**src/core/clock_network_map.svh**
```systemverilog
// Constants of the global clock distribution network.
// Assumes inclusion by bare name from the network top and the bench.
`ifndef CLOCK_NETWORK_MAP_SVH
`define CLOCK_NETWORK_MAP_SVH

// Dedicated clock input pins per edge group
`define NUM_GLOBAL_PINS 16
`define NUM_HALF_PINS   8

// Buffer population and index bases
`define NUM_BUFS        24
`define NUM_GLOBAL_BUFS 8
`define NUM_HALF_BUFS   8
`define TOP_BASE        0
`define BOTTOM_BASE     4
`define LEFT_BASE       8
`define RIGHT_BASE      16

// Quadrants: bit set marks a left-half quadrant
`define NUM_QUADS       4
`define QUAD_LEFT_MASK  4'h3
`define QUAD_WIDTH      16

// Synchroniser depth
`define SYNC_STAGES     2

`endif

```
**src/core/clock_network_pkg.sv**
```systemverilog
// Types shared by the clock network and its select buffers.
// Assumes compilation before every module that imports it.
package clock_network_pkg;

	// Source picked by one switch matrix line
	typedef enum logic [1:0] {SRC_PIN, SRC_PIN_ALT, SRC_MANAGER, SRC_FABRIC} src_sel_t;

	// Buffer flavour: select, plain driver or gated driver
	typedef enum logic [1:0] {MODE_SELECT, MODE_PLAIN, MODE_GATED} buf_mode_t;

	// Select buffer state
	typedef enum logic {ST_PARK, ST_RUN} buf_state_t;

endpackage : clock_network_pkg

```
**src/core/glitchless_clock_mux_network.sv**
```systemverilog
// Global clock network: pins, switch matrix lines and 24 select buffers.
// Assumes clk samples every clock far faster than its fastest phase.
// Assumes line_src, buf_mode and pin_manager_feed move only while quiet.
//
// Operation
// - Select 0 picks first input, 1 second.
// - Source change never glitches the output.
// - Output phases no shorter than input phases.
// - Inputs may be fully unrelated clocks.
// - Plain driver forwards one clock, no select.
// - Enabled driver gates clock through select logic.
// - Top and bottom buffers reach all quadrants.
// - Left and right buffers reach own half.
// - Paired buffers share inputs, crossed over.
// - Inputs from pins, managers or interconnect.
// - Half-edge matrix: pin, interconnect, present manager.
// - 16 global, 8 left, 8 right pins.
// - Pins feed managers or fabric as user pins.
`timescale 1ns/1ps
`default_nettype none
`include "clock_network_map.svh"
module glitchless_clock_mux_network
	import clock_network_pkg::*;
#(
	parameter logic LR_MANAGER_PRESENT = 1'b1 // Managers on left and right edges
) (
	input  wire logic                      clk,                    // Sampling clock
	input  wire logic                      srst,                   // Sync reset, high
	input  wire logic [`NUM_GLOBAL_PINS-1:0] global_clock_pin,     // Top/bottom pins
	input  wire logic [`NUM_HALF_PINS-1:0] left_half_clock_pin,    // Left edge pins
	input  wire logic [`NUM_HALF_PINS-1:0] right_half_clock_pin,   // Right edge pins
	input  wire logic [`NUM_BUFS-1:0]      clock_manager_tile_clk, // Manager per line
	input  wire logic [`NUM_BUFS-1:0]      fabric_clk,             // Double-line per line
	input  wire logic [`NUM_BUFS-1:0]      buf_select,             // Select per buffer
	input  wire logic [`NUM_BUFS-1:0]      buf_enable,             // Enable per buffer
	input  wire src_sel_t                  line_src [`NUM_BUFS],   // Line source choice
	input  wire buf_mode_t                 buf_mode [`NUM_BUFS],   // Buffer flavour
	input  wire logic [31:0]               pin_manager_feed,       // Pin to manager path
	output logic [`NUM_QUADS-1:0][`QUAD_WIDTH-1:0] quad_clk_r,     // Quadrant clocks
	output logic [`NUM_BUFS-1:0]           buf_clk_r,              // Buffer outputs
	output logic [`NUM_BUFS-1:0]           buf_source_r,           // Live source
	output logic [31:0]                    pin_user_r,             // Pins as user inputs
	output logic [31:0]                    pin_manager_r           // Pins to managers
);

	// Layout of the synchronised vector
	// Offsets follow raw_in, lowest field first
	localparam int G_LO   = 0;
	localparam int L_LO   = G_LO + `NUM_GLOBAL_PINS;
	localparam int R_LO   = L_LO + `NUM_HALF_PINS;
	localparam int M_LO   = R_LO + `NUM_HALF_PINS;
	localparam int F_LO   = M_LO + `NUM_BUFS;
	localparam int S_LO   = F_LO + `NUM_BUFS;
	localparam int E_LO   = S_LO + `NUM_BUFS;
	localparam int SYNC_W = E_LO + `NUM_BUFS;
	localparam logic [`NUM_QUADS-1:0] LEFT_MASK = `QUAD_LEFT_MASK;

	logic [SYNC_W-1:0]           raw_in;
	logic [SYNC_W-1:0]           sync_out;
	logic [`NUM_GLOBAL_PINS-1:0] g_s;
	logic [`NUM_HALF_PINS-1:0]   l_s;
	logic [`NUM_HALF_PINS-1:0]   r_s;
	logic [`NUM_BUFS-1:0]        m_s;
	logic [`NUM_BUFS-1:0]        f_s;
	logic [`NUM_BUFS-1:0]        sel_s;
	logic [`NUM_BUFS-1:0]        en_s;
	logic [31:0]                 pin_s;
	logic [`NUM_BUFS-1:0]        line_clk;
	logic [`NUM_BUFS-1:0]        buf_sel_eff;
	logic [`NUM_BUFS-1:0]        buf_en_eff;
	logic [`NUM_BUFS-1:0]        buf_clk;
	logic [`NUM_BUFS-1:0]        buf_src;
	logic [`NUM_BUFS-1:0]        buf_run;
	logic [`NUM_QUADS-1:0][`QUAD_WIDTH-1:0] quad_nxt;

	// Switch matrix choice for one line; absent manager reads low
	function automatic logic line_source(
		input src_sel_t src,
		input logic     pin,
		input logic     pin_alt,
		input logic     mgr,
		input logic     fab,
		input logic     mgr_ok
	);
		logic pick;
		pick = 1'b0;
		unique case (src)
			SRC_PIN:     pick = pin;
			SRC_PIN_ALT: pick = pin_alt;
			SRC_MANAGER: pick = mgr & mgr_ok;
			SRC_FABRIC:  pick = fab;
		endcase
		return pick;
	endfunction : line_source

	// Flavour to {enable, select}; an illegal flavour parks the buffer
	// Plain forces the first input with a constant enable
	function automatic logic [1:0] mode_decode(
		input buf_mode_t mode,
		input logic      sel,
		input logic      en
	);
		logic [1:0] eff;
		eff = 2'h0;
		unique case (mode)
			MODE_SELECT: eff = {1'b1, sel};
			MODE_PLAIN:  eff = 2'h2;
			MODE_GATED:  eff = {en, 1'b0};
			default:     eff = 2'h0;
		endcase
		return eff;
	endfunction : mode_decode

	// Every clock, select and enable crosses into clk before use
	// Field order must match the offsets above
	assign raw_in = {buf_enable,
		buf_select,
		fabric_clk,
		clock_manager_tile_clk,
		right_half_clock_pin,
		left_half_clock_pin,
		global_clock_pin};

	// Select moves at any time; only sampling jitter is left, no runt
	clock_level_sync #(
		.WIDTH     (SYNC_W)
	) u_sync (
		.clk       (clk),
		.srst      (srst),
		.async_in  (raw_in),
		.level_out (sync_out)
	);

	// Unpack synchronised levels
	assign g_s   = sync_out[G_LO +: `NUM_GLOBAL_PINS];
	assign l_s   = sync_out[L_LO +: `NUM_HALF_PINS];
	assign r_s   = sync_out[R_LO +: `NUM_HALF_PINS];
	assign m_s   = sync_out[M_LO +: `NUM_BUFS];
	assign f_s   = sync_out[F_LO +: `NUM_BUFS];
	assign sel_s = sync_out[S_LO +: `NUM_BUFS];
	assign en_s  = sync_out[E_LO +: `NUM_BUFS];
	assign pin_s = {r_s, l_s, g_s};

	// One matrix line and one buffer per index; pairs cross their inputs
	for (genvar b = 0; b < `NUM_BUFS; b++) begin : g_buf
		localparam int PEER = b ^ 1;
		wire logic pin_a;
		wire logic pin_b;
		wire logic mgr_ok;

		// Half edges have one pin per line, so the alternate repeats it
		if (b < `LEFT_BASE) begin : g_global
			assign pin_a  = g_s[2*b];
			assign pin_b  = g_s[2*b+1];
			assign mgr_ok = 1'b1;
		end else if (b < `RIGHT_BASE) begin : g_left
			assign pin_a  = l_s[b-`LEFT_BASE];
			assign pin_b  = l_s[b-`LEFT_BASE];
			assign mgr_ok = LR_MANAGER_PRESENT;
		end else begin : g_right
			assign pin_a  = r_s[b-`RIGHT_BASE];
			assign pin_b  = r_s[b-`RIGHT_BASE];
			assign mgr_ok = LR_MANAGER_PRESENT;
		end

		// Line choice, then flavour to effective select and enable
		assign line_clk[b] = line_source(line_src[b], pin_a, pin_b, m_s[b], f_s[b], mgr_ok);
		assign {buf_en_eff[b], buf_sel_eff[b]} = mode_decode(buf_mode[b], sel_s[b], en_s[b]);

		// Own line on first input, partner's line on second
		glitchless_clock_select_buffer u_buf (
			.clk             (clk),
			.srst            (srst),
			.clock_in_first  (line_clk[b]),
			.clock_in_second (line_clk[PEER]),
			.select          (buf_sel_eff[b]),
			.enable          (buf_en_eff[b]),
			.clock_out_r     (buf_clk[b]),
			.source_r        (buf_src[b]),
			.running         (buf_run[b])
		);

		// One check per pair; each pair is fed by one matrix
		if ((b % 2) == 0) begin : g_pair

		end
	end

	// Quadrant fan-out: globals everywhere, half buffers on their side
	// No per-quadrant gating: every quadrant of a half sees the same clocks
	for (genvar q = 0; q < `NUM_QUADS; q++) begin : g_quad
		assign quad_nxt[q] = {LEFT_MASK[q] ? buf_clk[`LEFT_BASE +: `NUM_HALF_BUFS]
			: buf_clk[`RIGHT_BASE +: `NUM_HALF_BUFS],
			buf_clk[`TOP_BASE +: `NUM_GLOBAL_BUFS]};

		if (LEFT_MASK[q]) begin : g_left_q

		end else begin : g_right_q

		end
	end

	// Output stage; one extra cycle keeps every output on a flop
	always_ff @(posedge clk) begin
		if (srst) begin
			quad_clk_r   <= '0;
			buf_clk_r    <= '0;
			buf_source_r <= '0;
		end else begin
			quad_clk_r   <= quad_nxt;
			buf_clk_r    <= buf_clk;
			buf_source_r <= buf_src;
		end
	end

	// Pin copies; the feed is a static path enable, so it is not synchronised
	always_ff @(posedge clk) begin
		if (srst) begin
			pin_user_r    <= '0;
			pin_manager_r <= '0;
		end else begin
			pin_user_r    <= pin_s;
			pin_manager_r <= pin_s & pin_manager_feed;
		end
	end
endmodule : glitchless_clock_mux_network
`default_nettype wire

```
**src/core/clock_level_sync.sv**
```systemverilog
// Two-flop synchroniser for a vector of independent levels.
// Assumes each bit is unrelated to clk; bits are not coherent as a word.
`timescale 1ns/1ps
`default_nettype none
module clock_level_sync #(
	parameter int WIDTH = 8               // Number of levels
) (
	input  wire logic             clk,       // Sampling clock
	input  wire logic             srst,      // Synchronous reset, high
	input  wire logic [WIDTH-1:0] async_in,  // Raw levels
	output logic      [WIDTH-1:0] level_out  // Synchronised levels
);

	logic [WIDTH-1:0] stage1_r;

	// First stage feeds only the second
	always_ff @(posedge clk) begin
		if (srst) begin
			stage1_r  <= '0;
			level_out <= '0;
		end else begin
			stage1_r  <= async_in;
			level_out <= stage1_r;
		end
	end

endmodule : clock_level_sync
`default_nettype wire

```
**src/core/glitchless_clock_select_buffer.sv**
```systemverilog
// One glitch-free 2-to-1 clock select buffer, oversampled by clk.
// Assumes clock inputs, select and enable are already synchronised to clk.
`timescale 1ns/1ps
`default_nettype none
module glitchless_clock_select_buffer
	import clock_network_pkg::*;
(
	input  wire logic clk,             // Sampling clock
	input  wire logic srst,            // Synchronous reset, high
	input  wire logic clock_in_first,  // First clock level
	input  wire logic clock_in_second, // Second clock level
	input  wire logic select,          // Source request, 1 picks second
	input  wire logic enable,          // Output enable
	output logic      clock_out_r,     // Buffered clock
	output logic      source_r,        // Source now driving the output
	output logic      running          // High while a source drives
);

	buf_state_t state_r;
	buf_state_t state_nxt;
	logic       src_nxt;
	logic       out_nxt;
	logic       prev_first_r;
	logic       prev_second_r;
	wire logic  cur_clk;
	wire logic  new_clk;
	wire logic  new_prev;
	wire logic  new_fall;
	wire logic  want_change;

	// Live source, requested source and its fall; whole new low phase ahead
	assign cur_clk     = source_r ? clock_in_second : clock_in_first;
	assign new_clk     = select ? clock_in_second : clock_in_first;
	assign new_prev    = select ? prev_second_r : prev_first_r;
	assign new_fall    = new_prev & ~new_clk;
	assign want_change = ~enable | (select != source_r);
	assign running     = (state_r == ST_RUN);

	// Release old source only while low; take new one at its fall
	always_comb begin
		state_nxt = state_r;
		src_nxt   = source_r;
		out_nxt   = 1'b0;
		unique case (state_r)
			ST_RUN: begin
				out_nxt = cur_clk;
				if (want_change && !cur_clk) begin
					state_nxt = ST_PARK;
				end
			end
			ST_PARK: begin
				if (enable && new_fall) begin
					state_nxt = ST_RUN;
					src_nxt   = select;
				end
			end
		endcase
	end

	// Each input tracked alone, no phase relation assumed
	always_ff @(posedge clk) begin
		if (srst) begin
			state_r       <= ST_PARK;
			source_r      <= 1'b0;
			clock_out_r   <= 1'b0;
			prev_first_r  <= 1'b0;
			prev_second_r <= 1'b0;
		end else begin
			state_r       <= state_nxt;
			source_r      <= src_nxt;
			clock_out_r   <= out_nxt;
			prev_first_r  <= clock_in_first;
			prev_second_r <= clock_in_second;
		end
	end
endmodule : glitchless_clock_select_buffer
`default_nettype wire

```
**config.mk**
```make
export PLATFORM = sky130hd
export DESIGN_NAME = glitchless_clock_mux_network
export DESIGN_NICKNAME = d
export VERILOG_FILES = /design/src/core/clock_network_pkg.sv /design/src/core/glitchless_clock_mux_network.sv /design/src/core/clock_level_sync.sv /design/src/core/glitchless_clock_select_buffer.sv
export VERILOG_INCLUDE_DIRS = /design/src /design/src/core
export SDC_FILE = /design/constraint.sdc
export NUM_CORES = 1
export LEC_CHECK = 0
export BUFFER_PORTS_ARGS = -buffer_cell sky130_fd_sc_hd__buf_4
export CAP_MARGIN = 5
export CORE_UTILIZATION = 35
export CTS_BUF_LIST = sky130_fd_sc_hd__clkbuf_2
export CTS_CLUSTER_SIZE = 8
export DETAILED_ROUTE_END_ITERATION = 12
export SYNTH_ARGS = -nofsm -noshare
export SYNTH_HDL_FRONTEND = slang
export SYNTH_HIERARCHICAL = 1
export SYNTH_SLANG_ARGS = --single-unit
```
**constraint.sdc**
```tcl
create_clock -name clk -period 1.9 [get_ports clk]
set_input_delay 0.38 -clock clk [delete_from_list [all_inputs] [get_ports clk]]
set_output_delay 0.38 -clock clk [all_outputs]
set_load 0.005 [all_outputs]
```
==> out/summary.md, run 1 <==
The most common cell in the synthesized netlist is sky130_fd_sc_hd__dfxtp_1. The post-cts repair resize count is 188. The number of top-level design ports was 434; the top cell type's share of synthesized area was 59.92%. The failing step was clock tree synthesis. The largest total area in the synthesized netlist belongs to sky130_fd_sc_hd__dfxtp_1. The synthesized design contains 0 enable-type register cells. In this run the cell area measured after placement is 20240 µm². In this run, CTS created clock tree buffers numbering 121. Dominant synthesized flop cell: sky130_fd_sc_hd__dfxtp_1. The routability-driven placement congestion ratio was 0.7889; the cell area after synthesis was 16300 µm².

Buffers inserted to repair hold after CTS numbered 533. The logs give 488 for the clock sink count and 59.92% for the share of synthesized area occupied by flip-flops and latches. The initialized floorplan defines 78 standard-cell rows. The die extent in x is 217.8 µm, and the share of flip-flops with an asynchronous set or reset after synthesis is 0%. The CTS root buffer is sky130_fd_sc_hd__clkbuf_2.

The die span in y was 217.8 µm. By area the synthesized netlist is led by sky130_fd_sc_hd__dfxtp_1 (60%), sky130_fd_sc_hd__nor2b_1 (15%), sky130_fd_sc_hd__buf_4 (2.9%). In this run the number of H-tree levels came out at 3. The run stopped with a tool error. The count of port buffers added during placement is 433. Ranked by instance count, the synthesized netlist is headed by sky130_fd_sc_hd__dfxtp_1 (488), sky130_fd_sc_hd__nor2b_1 (384), sky130_fd_sc_hd__inv_1 (72). During synthesis, Yosys emitted a total of 6 warnings. The instance count of the mapped netlist was 1468; the synthesized area per cell was 11.11 µm². The tool reported: "[ERROR RSZ-0060] Max buffer count reached".

The clock passes through at most 3 buffers. The post-CTS setup buffer count is 0, and the initial standard-cell utilization of the core is 35.69%. The number of nets in the synthesized netlist is 1726. The final HPWL from detailed placement is 26690 µm, and the number of flip-flops and latches in the synthesized netlist is 488. The count of distinct cell types in the synthesized netlist was 22.
[per-stage QoR]
step                      worst slack, ns  std cells  utilization [%]
after floorplan                    0.2192       1468                -
after global placement           -0.01862       2467            44.31
after detailed placement         -0.06048       2467            44.31
[logic make-up after synthesis]
| logic type | Yosys count | synth area share, % |
|---|---|---|
| AND/OR/NAND/NOR | 600 | 23.33 |
| flip-flops | 488 | 59.92 |
| buffers and inverters | 172 | 5.695 |
| AO/OA/AOI/OAI | 136 | 6.017 |
| multiplexers | 48 | 3.745 |
| XOR/XNOR | 24 | 1.289 |
==> run 2: changes to the inputs <==
CORE_UTILIZATION = 20   (was 35)
CTS_BUF_LIST = unset   (was sky130_fd_sc_hd__clkbuf_2)
CTS_CLUSTER_SIZE = unset   (was 8)
PLACE_DENSITY_LB_ADDON = 0.15   (was unset)
==> run 2 against run 1 <==
Against the previous run:
- the run now ends clean
- synthesized cell count unchanged
- area after synthesis unchanged
==> out/summary.md, run 2 <==
The net count of the mapped netlist is 1726 (unchanged), and the count of final setup violators is 0. STA classifies the critical path startpoint as a flop. The total wirelength of the detailed-routed design was 42290 µm; the maximum cell stage delay along the critical path was 0.43 ns. Among all flip-flop cells after synthesis, the most frequent one is sky130_fd_sc_hd__dfxtp_1. The area fraction in compound gates after synthesis works out to 6.017% (unchanged). The synthesized area per cell is 11.11 µm² (unchanged). The path class of the tightest hold or removal check is in2reg.

Final layout net count: 2343. The tools report the worst-case headroom to the max-slew limit as 64.88%. The post-synthesis xor/xnor area fraction is 1.289% (unchanged).

For the final count of pins violating max slew, the log shows 0. In this run the power density over the cells is 941.5 nW/µm². Across the routed clock network, the largest skew measured is 0.01154 ns. VDD sags by at most 0.5568 mV. Launch instance of the worst register-to-register path: u_sync/level_out[52].

For the number of CTS-inserted buffers, the log shows 57 (-53%). The total overflow left after global routing is 0. The number of top-level design ports is 434 (unchanged). Counting instances, the worst hold path has a depth of 2. The tools report the count of distinct cell types in the synthesized netlist as 22 (unchanged). The logs give 0 for the final count of hold timing violations and 488 (unchanged) for the clock sink count. For the part of the power in the clock network, the log shows 45.7%. The endpoint identified for the worst register-to-register timing path is g_buf[21].u_buf/running.

The share of flip-flops with an asynchronous set or reset after synthesis works out to 0% (unchanged). The logs give 0.59 ns for the clock latency reported for the late side of the worst-skew pair and 17.78 mW for the internal power consumption. Final HPWL from detailed placement: 31010 µm (+16%).

The number of buffers on the longest clock path came out at 3 (unchanged). The time the final worst path needs with I/O delays and setup works out to 1.736 ns. For the worst setup path, the data required time is 2.38 ns. For the worst flop-to-flop path, the logic depth is 5. The synthesis warning total came out at 6 (unchanged).

The die covers 82660 µm². The count of nets left with antenna violations once routing finished came out at 0. The post-CTS setup buffer count came out at 0 (unchanged). The start point of the worst min-delay path was global_clock_pin[0]. The dominant combinational cell family by area after synthesis is simple AND/OR/NAND/NOR gates. The power consumption was 22.74 mW; the die span in y was 287.5 µm (+32%). The pre-antenna-repair detailed-routing pass consisted of 4 iterations.

The ratio of final minimum period to clock period came out at 91.39%. The first global-routing pass estimated 64720 µm of wire. In this run switching power makes up 21.82% of total power.

The total placed cells including tap cells was 2936 (+19%); the number of cell rows was 104 (+33%). Maximum fanout encountered on the critical timing path: 7. The number of flops mapped to enable cells by yosys was 0 (unchanged). TritonCTS built the clock tree. The number of antenna diodes in the final layout is 0. The worst setup path is captured at a flop. The tools report the finished layout cell area as 24150 µm². The tools report the leakage power summed over all cells as 10.80 nW. The slowest cell on the critical path was sky130_fd_sc_hd__a21oi_1. After detailed routing, the average wire length per cell comes to 13.28 µm. The top cell type's share of synthesized area was 59.92% (unchanged). The CTS root buffer was sky130_fd_sc_hd__clkbuf_16.

Instance area at placement: 20890 µm² (+3.2%). The via density per instance came out at 3.661. Leaving out fill and tap cells, the most frequent cell in the layout is sky130_fd_sc_hd__buf_4.

For this run, design rule violations remaining after detail routing come to 0. The maximum number of pins on one net before global-route repair was 39; the global-route usage over all layers was 9.875%. Setup repair after global routing left no endpoint under its margin. The number of flip-flops and latches in the synthesized netlist works out to 488 (unchanged). The flow ran to the end, and the final reports show no timing, DRC or antenna violations. In the post-synthesis netlist, the cell with the most instances is sky130_fd_sc_hd__dfxtp_1. Cell area after synthesis: 16300 µm² (unchanged). For the worst setup path, the data arrival time is 2.21 ns. The logs give 3183 for the number of non-filler instances in the completed layout and 4.963 mW for the switching power of the nets. For the pin with the worst max-slew slack, the measured transition is 0.5257 ns. The critical path is of the reg2reg type. The fraction of the mapped netlist area in adder cells is 0% (unchanged). The routed layout has 11.65k vias.

The count of port buffers added during placement came out at 433 (unchanged). The via count of the first global-routing pass was 11.98k; the clock input transition at the sequential cells of the worst setup and hold paths was 0.05 ns. Once routing completed, OpenROAD measured the worst setup slack at 0.1637 ns. The region available for standard cell placement spans 80550 µm². The run gives -0.03890 ns (+0.02158 ns) as the worst setup timing slack at the placement stage.

By count the netlist is led by sky130_fd_sc_hd__dfxtp_1 (488), sky130_fd_sc_hd__nor2b_1 (384), sky130_fd_sc_hd__inv_1 (72). The logs give 575.9 MHz for the achievable frequency and 0 for the number of violations of the max-capacitance limit. The share of post-route cells with drive strength above 1 came out at 29.30%. For the final core utilization, the log shows 29.98%. The largest registers in the layout are u_sync/level_out x128, u_sync/stage1_r x128.

For the number of antenna violations at the first check in global routing, the log shows 2. The instance count of the mapped netlist was 1468 (unchanged). The share of synthesized area occupied by flip-flops and latches was 59.92% (unchanged); the simple-gate portion of the synthesized area was 23.33% (unchanged). From synthesis to final layout, the design area changed by 48.14%.

The tools report the deepest level of the CTS H-tree as 2 (-1). Combinational power share: 7.2%. The post-cts repair resize count was 0 (-100%).

The hold path endpoint was u_sync/stage1_r[0]. The post-synthesis mux area share was 3.745% (unchanged). The cell type with the highest aggregate area in the netlist is sky130_fd_sc_hd__dfxtp_1.

The setup check on the worst reg-to-reg path leaves a slack of 0.16 ns. In this run, flip-flops and latches consume 47.1% of the power. In the post-synthesis netlist, the biggest area contributors are sky130_fd_sc_hd__dfxtp_1 (60%), sky130_fd_sc_hd__nor2b_1 (15%), sky130_fd_sc_hd__buf_4 (2.9%). The routability-driven placement congestion ratio is 0.7101 (-10%), and the violation count after the first detailed-routing iteration is 384. In the layout the commonest cells are sky130_fd_sc_hd__buf_4 (499), sky130_fd_sc_hd__dfxtp_1 (488), sky130_fd_sc_hd__nor2b_1 (384). The die extent in x is 287.5 µm (+32%), and the initial standard-cell utilization of the core is 20.24% (-15 points).

Traced cell by cell, the critical path runs through mux2i_1 > a21oi_1 > and3b_1 > a211o_1 > a41o_1.
-- run 2: layout make-up --
cell class                      count  area (µm²)
Multi-Input combinational cell    808        5605
Clock inverter                     14       123.9
Timing Repair Buffer              658        5423
Clock buffer                       83        1634
Sequential cell                   488        9769
Tap cell                         1060        1326
Fill cell                        8332       56400
Inverter                           72       270.3
-- run 2: worst max path at each step --
stage	startpoint	endpoint	slack, ns	depth (start not counted)
after floorplan	line_src[45]	g_buf[0].u_buf/running	0.22	4
after global placement	line_src[14]	g_buf[17].u_buf/running	0.02	6
after detailed placement	line_src[2]	g_buf[23].u_buf/running	-0.04	6
after CTS	u_sync/level_out[52]	g_buf[21].u_buf/running	0.16	5
after global routing	u_sync/level_out[52]	g_buf[21].u_buf/running	0.04	5
final	u_sync/level_out[52]	g_buf[21].u_buf/running	0.16	5
-- run 2: repair_timing --
action,in CTS,in global routing
hold buffers,150,0
hold endpoints to repair,150,0
endpoints found under the setup margin,0,0
-- run 2: worst max-delay path: cells and delay by family, from the launching register on --
| family | cells | cell delay [ns] |
|---|---|---|
| AO/OA/AOI/OAI | 3 | 0.92 |
| flip-flops | 1 | 0.37 |
| AND/OR/NAND/NOR | 1 | 0.25 |
| multiplexers | 1 | 0.08 |
-- run 2: stage by stage --
| stage | hold WS [ns] | setup TNS [ns] |
|---|---|---|
| finish | 0.04173 | 0 |
| global route | 0.01078 | 0 |
| CTS | 0.004423 | 0 |
| detailed placement | 0.4204 | -0.07777 |
| global placement | 0.4183 | 0 |
| floorplan | 0.4138 | 0 |
-- run 2: per-layer routing --
layer  vias up  global-route usage, %  share of wire [%]
met2       271                  16.86                 48
met3        66                  2.781                6.2
met5         -                      0                  0
met1      5377                  11.78                 43
met4         0                  3.418                2.6
li1       5939                      -                  -
-- run 2: power groups by stage --
stage / Combinational, mW / Sequential [mW] / Clock (mW)
4_1_cts: 1.68 / 10.7 / 10.9
2_1_floorplan: 0.621 / 10.9 / 0
6_report: 1.64 / 10.7 / 10.4
5_1_grt: 1.81 / 10.7 / 11.3
3_5_place_dp: 1.41 / 10.9 / 0
3_3_place_gp: 1.40 / 10.9 / 0
-- run 2: logic make-up (layout without fill, tap and decap cells) --
logic type	after synthesis	count (layout)
buffers and inverters	172	827
flip-flops	488	488
AO/OA/AOI/OAI	136	136
multiplexers	48	48
AND/OR/NAND/NOR	600	600
XOR/XNOR	24	24
Power figures use the tool's default switching activity.
